<file path="src/rtl/ecl_pkg.sv">
// Constants shared by the serial configuration loader and its image memory
package ecl_pkg;

  // ==========================================================================
  // Timing
  localparam int CLK_NS = 20;
  localparam int SK_HALF_NS = 80;
  localparam int SK_HALF_CYC = (SK_HALF_NS + CLK_NS - 1) / CLK_NS;
  localparam int POLL_MS = 10;
  localparam int POLL_CYCLES_DEF = (POLL_MS * 1000000) / CLK_NS;

  // ==========================================================================
  // Widths
  localparam int EE_AW = 9;
  localparam int IMG_AW = 6;
  localparam int CMD_W = 20;
  localparam logic [4:0] BITS_LONG = 5'h14;
  localparam logic [4:0] BITS_SHORT = 5'h0c;

  // ==========================================================================
  // Serial memory layout
  localparam logic [5:0] EA_SIG = 6'h00;
  localparam logic [5:0] EA_MAC_FIRST = 6'h01;
  localparam logic [5:0] EA_MAC_LAST = 6'h06;
  localparam logic [5:0] EA_FS = 6'h07;
  localparam logic [5:0] EA_HS = 6'h08;
  localparam logic [5:0] EA_FLAGS = 6'h09;
  localparam logic [5:0] EA_LANG_LO = 6'h0a;
  localparam logic [5:0] EA_LANG_HI = 6'h0b;
  localparam logic [5:0] EA_STR_FIRST = 6'h0c;
  localparam logic [5:0] EA_STR_LAST = 6'h15;
  localparam logic [5:0] EA_DESC_LAST = 6'h1d;
  localparam logic [5:0] EA_HS_CFG_LEN = 6'h18;
  localparam logic [5:0] EA_HS_CFG_OFF = 6'h19;
  localparam logic [5:0] EA_WAKE_LO = 6'h1e;
  localparam logic [5:0] EA_WAKE_HI = 6'h1f;
  localparam logic [5:0] EA_PME = 6'h20;
  localparam logic [7:0] SIG_VALID = 8'ha5;

  // ==========================================================================
  // Flag and attribute fields
  localparam int FLG_PWR = 0;
  localparam int FLG_LED = 1;
  localparam int FLG_RWK = 2;
  localparam int FLG_BOOST = 4;
  localparam logic [8:0] ATTR_OFS = 9'h007;
  localparam int ATTR_SELF = 6;
  localparam int ATTR_RWK = 5;
  localparam logic [7:0] DEV_DESC_TYPE = 8'h01;
  localparam logic [7:0] DEV_DESC_SIZE = 8'h12;
  localparam logic [7:0] CFG_DESC_TYPE = 8'h02;

  // ==========================================================================
  // Serial opcodes and host operations
  localparam logic [2:0] OPC_READ = 3'h6;
  localparam logic [2:0] OPC_WRITE = 3'h5;
  localparam logic [2:0] OPC_ERASE = 3'h7;
  localparam logic [2:0] OPC_EWEN = 3'h4;
  localparam logic [8:0] EWEN_ADDR = 9'h180;
  localparam logic [1:0] HOP_READ = 2'h0;
  localparam logic [1:0] HOP_WRITE = 2'h1;
  localparam logic [1:0] HOP_ERASE = 2'h2;
  localparam logic [1:0] HOP_EWEN = 2'h3;

  // ==========================================================================
  // Register map (byte addresses) and control bits
  localparam logic [7:0] A_CTRL = 8'h00;
  localparam logic [7:0] A_STATUS = 8'h04;
  localparam logic [7:0] A_CMD_ADDR = 8'h08;
  localparam logic [7:0] A_CMD_DATA = 8'h0c;
  localparam logic [7:0] A_RD_DATA = 8'h10;
  localparam logic [7:0] A_STN_LOW = 8'h14;
  localparam logic [7:0] A_STN_HIGH = 8'h18;
  localparam logic [7:0] A_CFG_INFO = 8'h1c;
  localparam logic [7:0] A_WAKE_LANG = 8'h20;
  localparam logic [7:0] A_IMG_ADDR = 8'h24;
  localparam logic [7:0] A_IMG_DATA = 8'h28;
  localparam logic [7:0] A_DESC_HDR = 8'h2c;
  localparam int CTRL_GO = 0;
  localparam int CTRL_OP = 1;
  localparam int CTRL_RELOAD = 3;

endpackage : ecl_pkg

</file>
<file path="src/rtl/ecl_image_ram.sv">
// Image memory holding the interpreted bytes of the serial configuration memory
`timescale 1ns/1ps
module ecl_image_ram (
  input wire logic clk,
  input wire logic arst_n,
  input wire logic wrEn,
  input wire logic [ecl_pkg::IMG_AW-1:0] wrAddr,
  input wire logic [7:0] wrData,
  input wire logic [ecl_pkg::IMG_AW-1:0] rdAddr,
  output logic [7:0] rdData
);
  import ecl_pkg::*;

  typedef struct packed {
    logic [(1<<IMG_AW)-1:0][7:0] mem;
    logic [7:0] rd;
  } ecl_ram_t;

  ecl_ram_t ram_reg;
  ecl_ram_t ram_next;

  // ==========================================================================
  // Storage: one write port, registered read port
  always_comb begin
    ram_next = ram_reg;
    if (wrEn) begin
      ram_next.mem[wrAddr] = wrData;
    end
    ram_next.rd = ram_reg.mem[rdAddr];
  end

  // Cleared at reset so a missing memory reads back as zero
  always_ff @(posedge clk or negedge arst_n) begin
    if (!arst_n) begin
      ram_reg <= '0;
    end else begin
      ram_reg <= ram_next;
    end
  end

  assign rdData = ram_reg.rd;

endmodule : ecl_image_ram

</file>
<file path="src/rtl/ecl_loader.sv">
// Serial configuration memory loader with APB register access
//
// Added by the designer: the register offsets and the APB slave port.
`timescale 1ns/1ps
module ecl_loader #(
  parameter int unsigned POLL_CYCLES = ecl_pkg::POLL_CYCLES_DEF
) (
  input wire logic clk,
  input wire logic arst_n,
  input wire logic [7:0] paddr,
  input wire logic psel,
  input wire logic penable,
  input wire logic pwrite,
  input wire logic [31:0] pwdata,
  output logic [31:0] prdata,
  output logic pready,
  output logic pslverr,
  output logic eeCs,
  output logic eeSk,
  output logic eeDi,
  input wire logic eeDo,
  input wire logic remoteWakeStrap,
  input wire logic powerSourceStrap,
  output logic usbHoldOff,
  output logic loadDone,
  output logic eepromValid,
  output logic [47:0] stationAddr,
  output logic [7:0] fsPollInterval,
  output logic [7:0] hsPollInterval,
  output logic [1:0] txBoostField,
  output logic indicatorSelectBit,
  output logic remoteWakeEnable,
  output logic selfPowered,
  output logic [15:0] languageId,
  output logic languageIdValid,
  output logic [10:0] pinWakeEnableField,
  output logic [7:0] pmeFlags
);
  import ecl_pkg::*;

  typedef enum logic [2:0] {stIdle, stLow, stHigh, stGap, stPoll} ecl_state_t;
  typedef enum logic [1:0] {jobLoad, jobAttr, jobHost} ecl_job_t;

  typedef struct packed {
    ecl_state_t st;
    ecl_job_t job;
    logic loadPending;
    logic [3:0] skCnt;
    logic cs;
    logic sk;
    logic di;
    logic [4:0] bitCnt;
    logic [4:0] bitsTotal;
    logic [CMD_W-1:0] shOut;
    logic [7:0] shIn;
    logic [5:0] loadAddr;
    logic [19:0] pollCnt;
    logic [1:0] hostOp;
    logic [8:0] cmdAddr;
    logic [7:0] cmdData;
    logic [7:0] rdData;
    logic timeout;
    logic loadDone;
    logic valid;
    logic strAny;
    logic [7:0] hsCfgLen;
    logic [7:0] hsCfgOff;
    logic [7:0] attr;
    logic attrValid;
    logic [47:0] mac;
    logic [7:0] fsInt;
    logic [7:0] hsInt;
    logic [7:0] flags;
    logic [15:0] langId;
    logic [10:0] pinWake;
    logic [7:0] pme;
    logic [5:0] imgAddr;
    logic remoteWake;
    logic selfPow;
    logic [31:0] rdBus;
    logic [1:0] doSync;
    logic [1:0] rwkSync;
    logic [1:0] pwrSync;
  } ecl_regs_t;

  ecl_regs_t r_reg;
  ecl_regs_t r_next;
  logic ramWe;
  logic [7:0] ramRd;
  logic [31:0] rdMux;
  logic mapped;

  // ==========================================================================
  // Image memory: keeps the interpreted header bytes for software inspection
  ecl_image_ram u_image (
    .clk(clk),
    .arst_n(arst_n),
    .wrEn(ramWe),
    .wrAddr(r_reg.loadAddr),
    .wrData(r_reg.shIn),
    .rdAddr(r_reg.imgAddr),
    .rdData(ramRd)
  );

  // ==========================================================================
  // Register read decode
  always_comb begin
    rdMux = '0;
    mapped = 1'b1;
    unique case (paddr)
      A_CTRL: rdMux = {28'h0, 1'b0, r_reg.hostOp, 1'b0};
      A_STATUS: rdMux = {26'h0, r_reg.timeout, r_reg.attrValid, languageIdValid,
                         r_reg.valid, r_reg.loadDone, (r_reg.st != stIdle) | r_reg.loadPending};
      A_CMD_ADDR: rdMux = {23'h0, r_reg.cmdAddr};
      A_CMD_DATA: rdMux = {24'h0, r_reg.cmdData};
      A_RD_DATA: rdMux = {24'h0, r_reg.rdData};
      A_STN_LOW: rdMux = r_reg.mac[31:0];
      A_STN_HIGH: rdMux = {16'h0, r_reg.mac[47:32]};
      A_CFG_INFO: rdMux = {r_reg.pme, r_reg.flags, r_reg.hsInt, r_reg.fsInt};
      A_WAKE_LANG: rdMux = {r_reg.langId, 5'h0, r_reg.pinWake};
      A_IMG_ADDR: rdMux = {26'h0, r_reg.imgAddr};
      // Offset entries also show their byte address, length entries presence
      A_IMG_DATA: rdMux = {7'h0, {ramRd, 1'b0}, 7'h0, (ramRd != 8'h00), ramRd};
      A_DESC_HDR: rdMux = {8'h0, CFG_DESC_TYPE, DEV_DESC_SIZE, DEV_DESC_TYPE};
      default: begin
        rdMux = '0;
        mapped = 1'b0;
      end
    endcase
  end

  // ==========================================================================
  // Next state: bus slave, serial engine and load sequencer
  always_comb begin
    logic finish;
    logic busWr;
    logic startRd;
    logic [8:0] rdAddr9;
    logic [2:0] macIdx;
    finish = 1'b0;
    startRd = 1'b0;
    rdAddr9 = '0;
    macIdx = '0;
    ramWe = 1'b0;
    r_next = r_reg;
    busWr = psel & penable & pwrite;

    // Pins from outside pass two flops before anything looks at them
    r_next.doSync = {r_reg.doSync[0], eeDo};
    r_next.rwkSync = {r_reg.rwkSync[0], remoteWakeStrap};
    r_next.pwrSync = {r_reg.pwrSync[0], powerSourceStrap};

    // Read data is captured in the setup phase, so the access phase answers at once
    if (psel && !penable && !pwrite) begin
      r_next.rdBus = rdMux;
    end

    // Register writes; a command is ignored while the engine is busy
    if (busWr) begin
      unique case (paddr)
        A_CTRL: begin
          if (r_reg.st == stIdle && !r_reg.loadPending) begin
            if (pwdata[CTRL_RELOAD]) begin
              r_next.loadPending = 1'b1;
            end else if (pwdata[CTRL_GO]) begin
              r_next.hostOp = pwdata[CTRL_OP +: 2];
              r_next.job = jobHost;
              r_next.timeout = 1'b0;
              r_next.st = stLow;
              r_next.cs = 1'b1;
              r_next.sk = 1'b0;
              r_next.skCnt = '0;
              r_next.bitCnt = '0;
              unique case (pwdata[CTRL_OP +: 2])
                HOP_READ: begin
                  r_next.shOut = {OPC_READ, r_reg.cmdAddr, 8'h00};
                  r_next.bitsTotal = BITS_LONG;
                end
                HOP_WRITE: begin
                  r_next.shOut = {OPC_WRITE, r_reg.cmdAddr, r_reg.cmdData};
                  r_next.bitsTotal = BITS_LONG;
                end
                HOP_ERASE: begin
                  r_next.shOut = {OPC_ERASE, r_reg.cmdAddr, 8'h00};
                  r_next.bitsTotal = BITS_SHORT;
                end
                HOP_EWEN: begin
                  r_next.shOut = {OPC_EWEN, EWEN_ADDR, 8'h00};
                  r_next.bitsTotal = BITS_SHORT;
                end
              endcase
              r_next.di = r_next.shOut[CMD_W-1];
            end
          end
        end
        A_CMD_ADDR: r_next.cmdAddr = pwdata[8:0];
        A_CMD_DATA: r_next.cmdData = pwdata[7:0];
        // Software may always set the station address, needed when the memory is invalid
        A_STN_LOW: r_next.mac[31:0] = pwdata;
        A_STN_HIGH: r_next.mac[47:32] = pwdata[15:0];
        A_IMG_ADDR: r_next.imgAddr = pwdata[5:0];
        default: ;
      endcase
    end

    // Serial engine: the clock pin is divided from clk, data sampled late in the high half
    unique case (r_reg.st)
      stIdle: begin
        if (r_reg.loadPending) begin
          r_next.loadPending = 1'b0;
          r_next.job = jobLoad;
          r_next.loadDone = 1'b0;
          r_next.valid = 1'b0;
          r_next.attrValid = 1'b0;
          r_next.strAny = 1'b0;
          r_next.hsCfgLen = '0;
          r_next.loadAddr = EA_SIG;
          startRd = 1'b1;
          rdAddr9 = '0;
        end
      end
      stLow: begin
        r_next.di = r_reg.shOut[CMD_W-1];
        r_next.skCnt = r_reg.skCnt + 4'h1;
        if (r_reg.skCnt == 4'(SK_HALF_CYC - 1)) begin
          r_next.skCnt = '0;
          r_next.sk = 1'b1;
          r_next.st = stHigh;
        end
      end
      stHigh: begin
        r_next.skCnt = r_reg.skCnt + 4'h1;
        if (r_reg.skCnt == 4'(SK_HALF_CYC - 1)) begin
          r_next.skCnt = '0;
          r_next.sk = 1'b0;
          r_next.shIn = {r_reg.shIn[6:0], r_reg.doSync[1]};
          r_next.shOut = {r_reg.shOut[CMD_W-2:0], 1'b0};
          r_next.bitCnt = r_reg.bitCnt + 5'h1;
          if (r_reg.bitCnt == r_reg.bitsTotal - 5'h1) begin
            r_next.cs = 1'b0;
            r_next.st = stGap;
          end else begin
            r_next.st = stLow;
          end
        end
      end
      stGap: begin
        r_next.skCnt = r_reg.skCnt + 4'h1;
        if (r_reg.skCnt == 4'(SK_HALF_CYC - 1)) begin
          r_next.skCnt = '0;
          if (r_reg.job == jobHost && (r_reg.hostOp == HOP_WRITE || r_reg.hostOp == HOP_ERASE)) begin
            // Reselect and wait for the memory to report its program cycle done
            r_next.cs = 1'b1;
            r_next.pollCnt = '0;
            r_next.st = stPoll;
          end else begin
            finish = 1'b1;
          end
        end
      end
      stPoll: begin
        r_next.pollCnt = r_reg.pollCnt + 20'h1;
        if (r_reg.doSync[1]) begin
          r_next.cs = 1'b0;
          finish = 1'b1;
        end else if (r_reg.pollCnt == 20'(POLL_CYCLES - 1)) begin
          r_next.cs = 1'b0;
          r_next.timeout = 1'b1;
          finish = 1'b1;
        end
      end
    endcase

    // Completion of one serial operation
    if (finish) begin
      r_next.st = stIdle;
      unique case (r_reg.job)
        jobHost: begin
          if (r_reg.hostOp == HOP_READ) begin
            r_next.rdData = r_reg.shIn;
          end
        end
        jobAttr: begin
          // A configuration descriptor overrides the wake and power flags and straps
          r_next.attr = r_reg.shIn;
          r_next.attrValid = 1'b1;
          r_next.loadDone = 1'b1;
        end
        jobLoad: begin
          ramWe = 1'b1;
          macIdx = 3'(r_reg.loadAddr - EA_MAC_FIRST);
          if (r_reg.loadAddr >= EA_MAC_FIRST && r_reg.loadAddr <= EA_MAC_LAST) begin
            r_next.mac[8*macIdx +: 8] = r_reg.shIn;
          end
          // Header fields are captured by address; the sequential read runs on to the PME byte
          unique case (r_reg.loadAddr)
            EA_FS: r_next.fsInt = r_reg.shIn;
            EA_HS: r_next.hsInt = r_reg.shIn;
            EA_FLAGS: r_next.flags = r_reg.shIn;
            EA_LANG_LO: r_next.langId[7:0] = r_reg.shIn;
            EA_LANG_HI: r_next.langId[15:8] = r_reg.shIn;
            EA_HS_CFG_LEN: r_next.hsCfgLen = r_reg.shIn;
            EA_HS_CFG_OFF: r_next.hsCfgOff = r_reg.shIn;
            EA_WAKE_LO: r_next.pinWake[7:0] = r_reg.shIn;
            EA_WAKE_HI: r_next.pinWake[10:8] = r_reg.shIn[2:0];
            EA_PME: r_next.pme = r_reg.shIn;
            default: ;
          endcase
          // Any nonzero string length makes the language identifier offered
          if (r_reg.loadAddr >= EA_STR_FIRST && r_reg.loadAddr <= EA_STR_LAST && !r_reg.loadAddr[0]) begin
            r_next.strAny = r_reg.strAny | (r_reg.shIn != 8'h00);
          end
          if (r_reg.loadAddr == EA_SIG && r_reg.shIn != SIG_VALID) begin
            r_next.loadDone = 1'b1;
          end else if (r_reg.loadAddr == EA_PME) begin
            if (r_reg.hsCfgLen != 8'h00) begin
              // Word offset doubled to a byte address, then the attributes byte
              r_next.job = jobAttr;
              startRd = 1'b1;
              rdAddr9 = {r_reg.hsCfgOff, 1'b0} + ATTR_OFS;
            end else begin
              r_next.loadDone = 1'b1;
            end
          end else begin
            if (r_reg.loadAddr == EA_SIG) begin
              r_next.valid = 1'b1;
            end
            r_next.loadAddr = r_reg.loadAddr + 6'h01;
            startRd = 1'b1;
            rdAddr9 = {3'h0, r_reg.loadAddr + 6'h01};
          end
        end
        default: ;
      endcase
    end

    // Launch a read of one byte
    if (startRd) begin
      r_next.shOut = {OPC_READ, rdAddr9, 8'h00};
      r_next.bitsTotal = BITS_LONG;
      r_next.bitCnt = '0;
      r_next.skCnt = '0;
      r_next.cs = 1'b1;
      r_next.sk = 1'b0;
      r_next.di = OPC_READ[2];
      r_next.st = stLow;
    end

    // Effective wake and power attributes: descriptor, then flags, then straps
    if (r_reg.attrValid) begin
      r_next.remoteWake = r_reg.attr[ATTR_RWK];
      r_next.selfPow = r_reg.attr[ATTR_SELF];
    end else if (r_reg.valid && r_reg.loadDone) begin
      r_next.remoteWake = r_reg.flags[FLG_RWK];
      r_next.selfPow = r_reg.flags[FLG_PWR];
    end else begin
      r_next.remoteWake = r_reg.rwkSync[1];
      r_next.selfPow = r_reg.pwrSync[1];
    end
  end

  // ==========================================================================
  // State register; the load starts by itself once reset releases
  always_ff @(posedge clk or negedge arst_n) begin
    if (!arst_n) begin
      r_reg <= '0;
      r_reg.st <= stIdle;
      r_reg.job <= jobLoad;
      r_reg.loadPending <= 1'b1;
    end else begin
      r_reg <= r_next;
    end
  end

  // ==========================================================================
  // Outputs
  assign prdata = r_reg.rdBus;
  assign pready = 1'b1;
  assign pslverr = psel & penable & ~mapped;
  assign eeCs = r_reg.cs;
  assign eeSk = r_reg.sk;
  assign eeDi = r_reg.di;
  assign usbHoldOff = ~r_reg.loadDone;
  assign loadDone = r_reg.loadDone;
  assign eepromValid = r_reg.valid;
  assign stationAddr = r_reg.mac;
  assign fsPollInterval = r_reg.fsInt;
  assign hsPollInterval = r_reg.hsInt;
  // Reserved flag bits 7:6 and 3 drive no output pin; they show only in the A_CFG_INFO register and in A_IMG_DATA at image entry 09h
  assign txBoostField = r_reg.flags[FLG_BOOST +: 2];
  assign indicatorSelectBit = r_reg.flags[FLG_LED];
  assign remoteWakeEnable = r_reg.remoteWake;
  assign selfPowered = r_reg.selfPow;
  assign languageId = r_reg.langId;
  assign languageIdValid = r_reg.valid & r_reg.loadDone & r_reg.strAny;
  assign pinWakeEnableField = r_reg.pinWake;
  assign pmeFlags = r_reg.pme;

endmodule : ecl_loader

</file>
<file path="config.mk">
export PLATFORM = sky130hd
export DESIGN_NAME = ecl_loader
export DESIGN_NICKNAME = d
export VERILOG_FILES = /design/src/rtl/ecl_pkg.sv /design/src/rtl/ecl_image_ram.sv /design/src/rtl/ecl_loader.sv
export SDC_FILE = /design/constraint.sdc
export NUM_CORES = 1
export LEC_CHECK = 0
export BUFFER_PORTS_ARGS = -buffer_cell sky130_fd_sc_hd__buf_2
export CORE_MARGIN = 2
export CORE_UTILIZATION = 50
export DETAILED_ROUTE_END_ITERATION = 10
export HOLD_SLACK_MARGIN = 0.1
export PLACE_DENSITY_LB_ADDON = 0.08
export SYNTH_ARGS = -nofsm -noshare
export SYNTH_HDL_FRONTEND = slang
export SYNTH_SLANG_ARGS = --single-unit
</file>
<file path="constraint.sdc">
create_clock -name clk -period 4 [get_ports clk]
set_input_delay 0.4 -clock clk [delete_from_list [all_inputs] [get_ports clk]]
set_output_delay 0.4 -clock clk [all_outputs]
set_load 0.005 [all_outputs]
</file>
==> qor.csv <==
stage,metric,value,unit
routing,final antenna-violating net count,0,
run_status,run status,completed,
floorplan,number of primary I/O pins,193,
routing,DRC errors left,0,
synthesis,"top cells by area, synth","dfrtp_1 51%, mux2_2 18%, mux4_2 7.5%",
clock_network,CTS Sinks,798,
clock_network,total of hold buffers inserted after clock tree synthesis,34,
power,power density normalized to cell area,386,nW/um2
placed_design,post-detailed-placement half-perimeter wirelength,69.3,mm
global_route,Global Route Usage Sum,26.8,%
sta,relative slew slack,19.7,%
sta,worst-case setup margin in the final layout,0.602,ns
floorplan,die boundary width,283,um
synthesis,cells after synthesis,2925,
sta,Final min period,3.40,ns
synthesis,"count leader, synth",dfrtp_1,
power,worst IR drop on VDD,0.364,mV
setup_path,Worst setup EP type,flip-flop,
clock_network,clock root cell,clkbuf_16,
routing,number of vias after detailed routing,24900,
placed_design,area post-placement,40100,um2
synthesis,Synth cell types,81,
worst_hold_path,cell depth of the worst hold path,3,
cells_and_area,Post-layout nets,3045,
synthesis,most common flop cell mapped by yosys,dfrtp_1,
clock_network,Setup Buffers After CTS,0,
synthesis,Synth Area in Adders,0.580,%
synthesis,simple-gate portion of the synthesized area,7.79,%
job,Max Cap Violations,0,
placed_design,Cells after DPL,3895,
clock_network,CTS tree,done,
setup_path,"Arr. time, crit path",3.88,ns
floorplan,placeable core area,77100,um2
synthesis,multiplexer share of the synthesized area,30.0,%
sta,count of endpoints failing hold in the final timing report,0,
setup_path,worst r2r src,r_reg[230],
synthesis,cell accounting for the most synthesized area,dfrtp_1,
global_route,remaining global-route overflow,0,
synthesis,portion of the post-synthesis area used by sequential elements,51.5,%
cells_and_area,Largest register FFs,512,
synthesis,number of enable flip-flop cells after synthesis,0,
power,static leakage,0.0206,uW
clock_network,Clock Pin Slew Worst Setup and Hold Paths,0.06,ns
cells_and_area,area of all placed cells without fillers,43300,um2
worst_hold_path,startpoint of the worst hold path,pwdata[2],
floorplan,effective utilization at floorplan,50.3,%
synthesis,share of async-settable or async-resettable flops after synthesis,100,%
synthesis,xor and xnor fraction of the mapped netlist area,0.542,%
clock_network,largest buffer count on any clock path,3,
sta,Hold Worst Slack,0.157,ns
synthesis,number of nets in the synthesized netlist,2991,
setup_path,worst r2r path cells,8,
floorplan,number of core rows,102,
synthesis,Syn Area/Cell,13.3,um2
synthesis,number of warnings printed during yosys synthesis,0,
synthesis,"FF+latch count, synth",798,
synthesis,netlist area before placement,38800,um2
floorplan,vertical die dimension,283,um
cells_and_area,fraction of layout instances using a drive strength above 1,40.6,%
sta,highest attainable clock frequency,294,MHz
cells_and_area,final antenna diode count,0,
setup_path,Worst Path Required,4.48,ns
sta,setup repair after global routing missed its margin,false,
sta,fin. max-slew vios,0,
floorplan,die area,79800,um2
sta,setup TNS,0,ns
global_route,pin count of the biggest net entering global routing,115,
clock_network,CTS resizes,0,
setup_path,RR Endpoint,r_reg[258],
global_route,number of global-route vias before repair,25900,
global_route,wire length of the first global-routing pass,162,mm
setup_path,FF-to-FF setup slack,0.60,ns
clock_network,number of buffers created by CTS,88,
routing,number of vias per cell after detailed routing,6.10,
routing,first-pass iteration count of the detailed router,6,
routing,number of DRC markers in iteration 0,1923,
routing,routed wire length per instance,25.8,um
placed_design,I/O Buffers,191,
worst_hold_path,capture endpoint of the worst hold path,r_reg[208],
sta,share of the clock period used by the worst path after layout,84.9,%
routing,total length of routed wires,106,mm
synthesis,synth cell count leaders,"797 x dfrtp_1, 636 x mux2_2, 161 x clkbuf_1",
placed_design,RePlAce Congestion,0.938,
cells_and_area,Post-Layout Cell Count,4088,
sta,final setup violation count,0,
worst_hold_path,Hold/Removal Path Class,input port to flip-flop,
synthesis,area share of the leading cell type in the synthesized netlist,51.4,%
sta,final setup skew,0.0295,ns
clock_network,H-tree depth,3,
setup_path,Critical Path Fanout Max,24,
clock_network,insertion delay to the later sink of the worst-skew pair,0.65,ns
setup_path,type of origin of the critical path,flip-flop,
synthesis,fraction of the mapped netlist area in compound gates,4.75,%
sta,transition time at the pin with the least slew margin,1.20,ns
global_route,antenna violations before repair,2,
setup_path,kind of critical path,flip-flop to flip-flop,
placed_design,Worst Setup Slack post-DPL,0.711,ns
synthesis,combinational family with the most area after synthesis,multiplexers,
cells_and_area,area overhead of the layout relative to synthesis,11.7,%
==> through the flow <==
step / power [uW] / utilization, %
finish: 16700 / 56.2
floorplan: 8470 / -
global placement: 8780 / 52.0
detailed placement: 8790 / 52.0
global route: 17400 / 56.2
CTS: 16900 / 56.2
==> routing by layer <==
layer  GRT usage, %  part of all wire [%]  vias to the layer above  wire [um]
li1               -                     -                    10800          -
met1           36.8                    43                    13200      45700
met2           43.0                    48                      737      50400
met3           4.06                   5.0                      213       5330
met4           10.7                   4.0                        0       4220
met5              0                     0                        -          0
==> critical path, cell delays in order, from the launching register on <==
cell,delay [ns]
dfrtp_1,0.71
inv_1,0.29
ha_1,0.26
nor4b_1,0.15
and2_1,0.29
a2111oi_0,0.46
buf_4,0.21
a21o_1,0.65
o22ai_1,0.20
==> placed cells by master, fill, tap and decap left out, types with 18 or more instances in the layout <==
cell type	Yosys	layout
a21oi_1	36	36
a221oi_1	18	18
a22oi_1	27	27
a31oi_1	19	18
buf_2	11	190
buf_4	135	58
clkbuf_1	161	27
clkbuf_16	0	91
clkbuf_8	0	29
dfrtp_1	797	785
dlygate4sd3_1	0	34
ha_1	18	18
inv_1	28	28
mux2_2	636	636
mux2i_1	140	140
mux4_2	130	130
nand2_1	154	153
nand3_1	74	74
nand4_1	22	22
nor2_1	90	89
nor3_1	42	41
o21ai_0	58	58
o22ai_1	38	38
==> worst max path at each step <==
stage / start / end / slack [ns] / depth (start not counted)
floorplan: r_reg[230] / r_reg[257] / 1.11 / 11
global placement: paddr[4] / stationAddr[32] / 0.75 / 6
detailed placement: paddr[4] / stationAddr[32] / 0.71 / 6
CTS: r_reg[230] / r_reg[258] / 0.66 / 8
global route: r_reg[230] / r_reg[256] / 0.30 / 8
finish: r_reg[230] / r_reg[258] / 0.60 / 8
==> cell type report <==
class / count / area, um2
inverters: 29 / 109
fillers: 6371 / 33700
repair buffers: 298 / 2040
flip-flops and latches: 798 / 20000
multi-input cells: 1764 / 17000
clock inverters: 12 / 121
clock buffers: 147 / 2780
well taps: 1040 / 1300
==> power by group <==
| part | switching, uW | leakage [uW] | internal (uW) | total (uW) |
|---|---|---|---|---|
| Sequential | 36.1 | 0.0108 | 8110 | 8150 |
| Combinational | 370 | 0.00836 | 144 | 514 |
| Clock | 3250 | 0.00143 | 4830 | 8080 |
| Total | 3650 | 0.0206 | 13100 | 16700 |
==> logic make-up (layout without fill, tap and decap cells) <==
| family | Yosys count | after routing |
|---|---|---|
| AO/OA/AOI/OAI | 272 | 272 |
| XOR/XNOR | 24 | 24 |
| adder cells (fa/ha/maj) | 18 | 18 |
| buffers and inverters | 363 | 486 |
| flip-flops | 798 | 798 |
| multiplexers | 916 | 916 |
| other | 1 | 1 |
| AND/OR/NAND/NOR | 533 | 533 |
(Power assumes the default switching activity.)
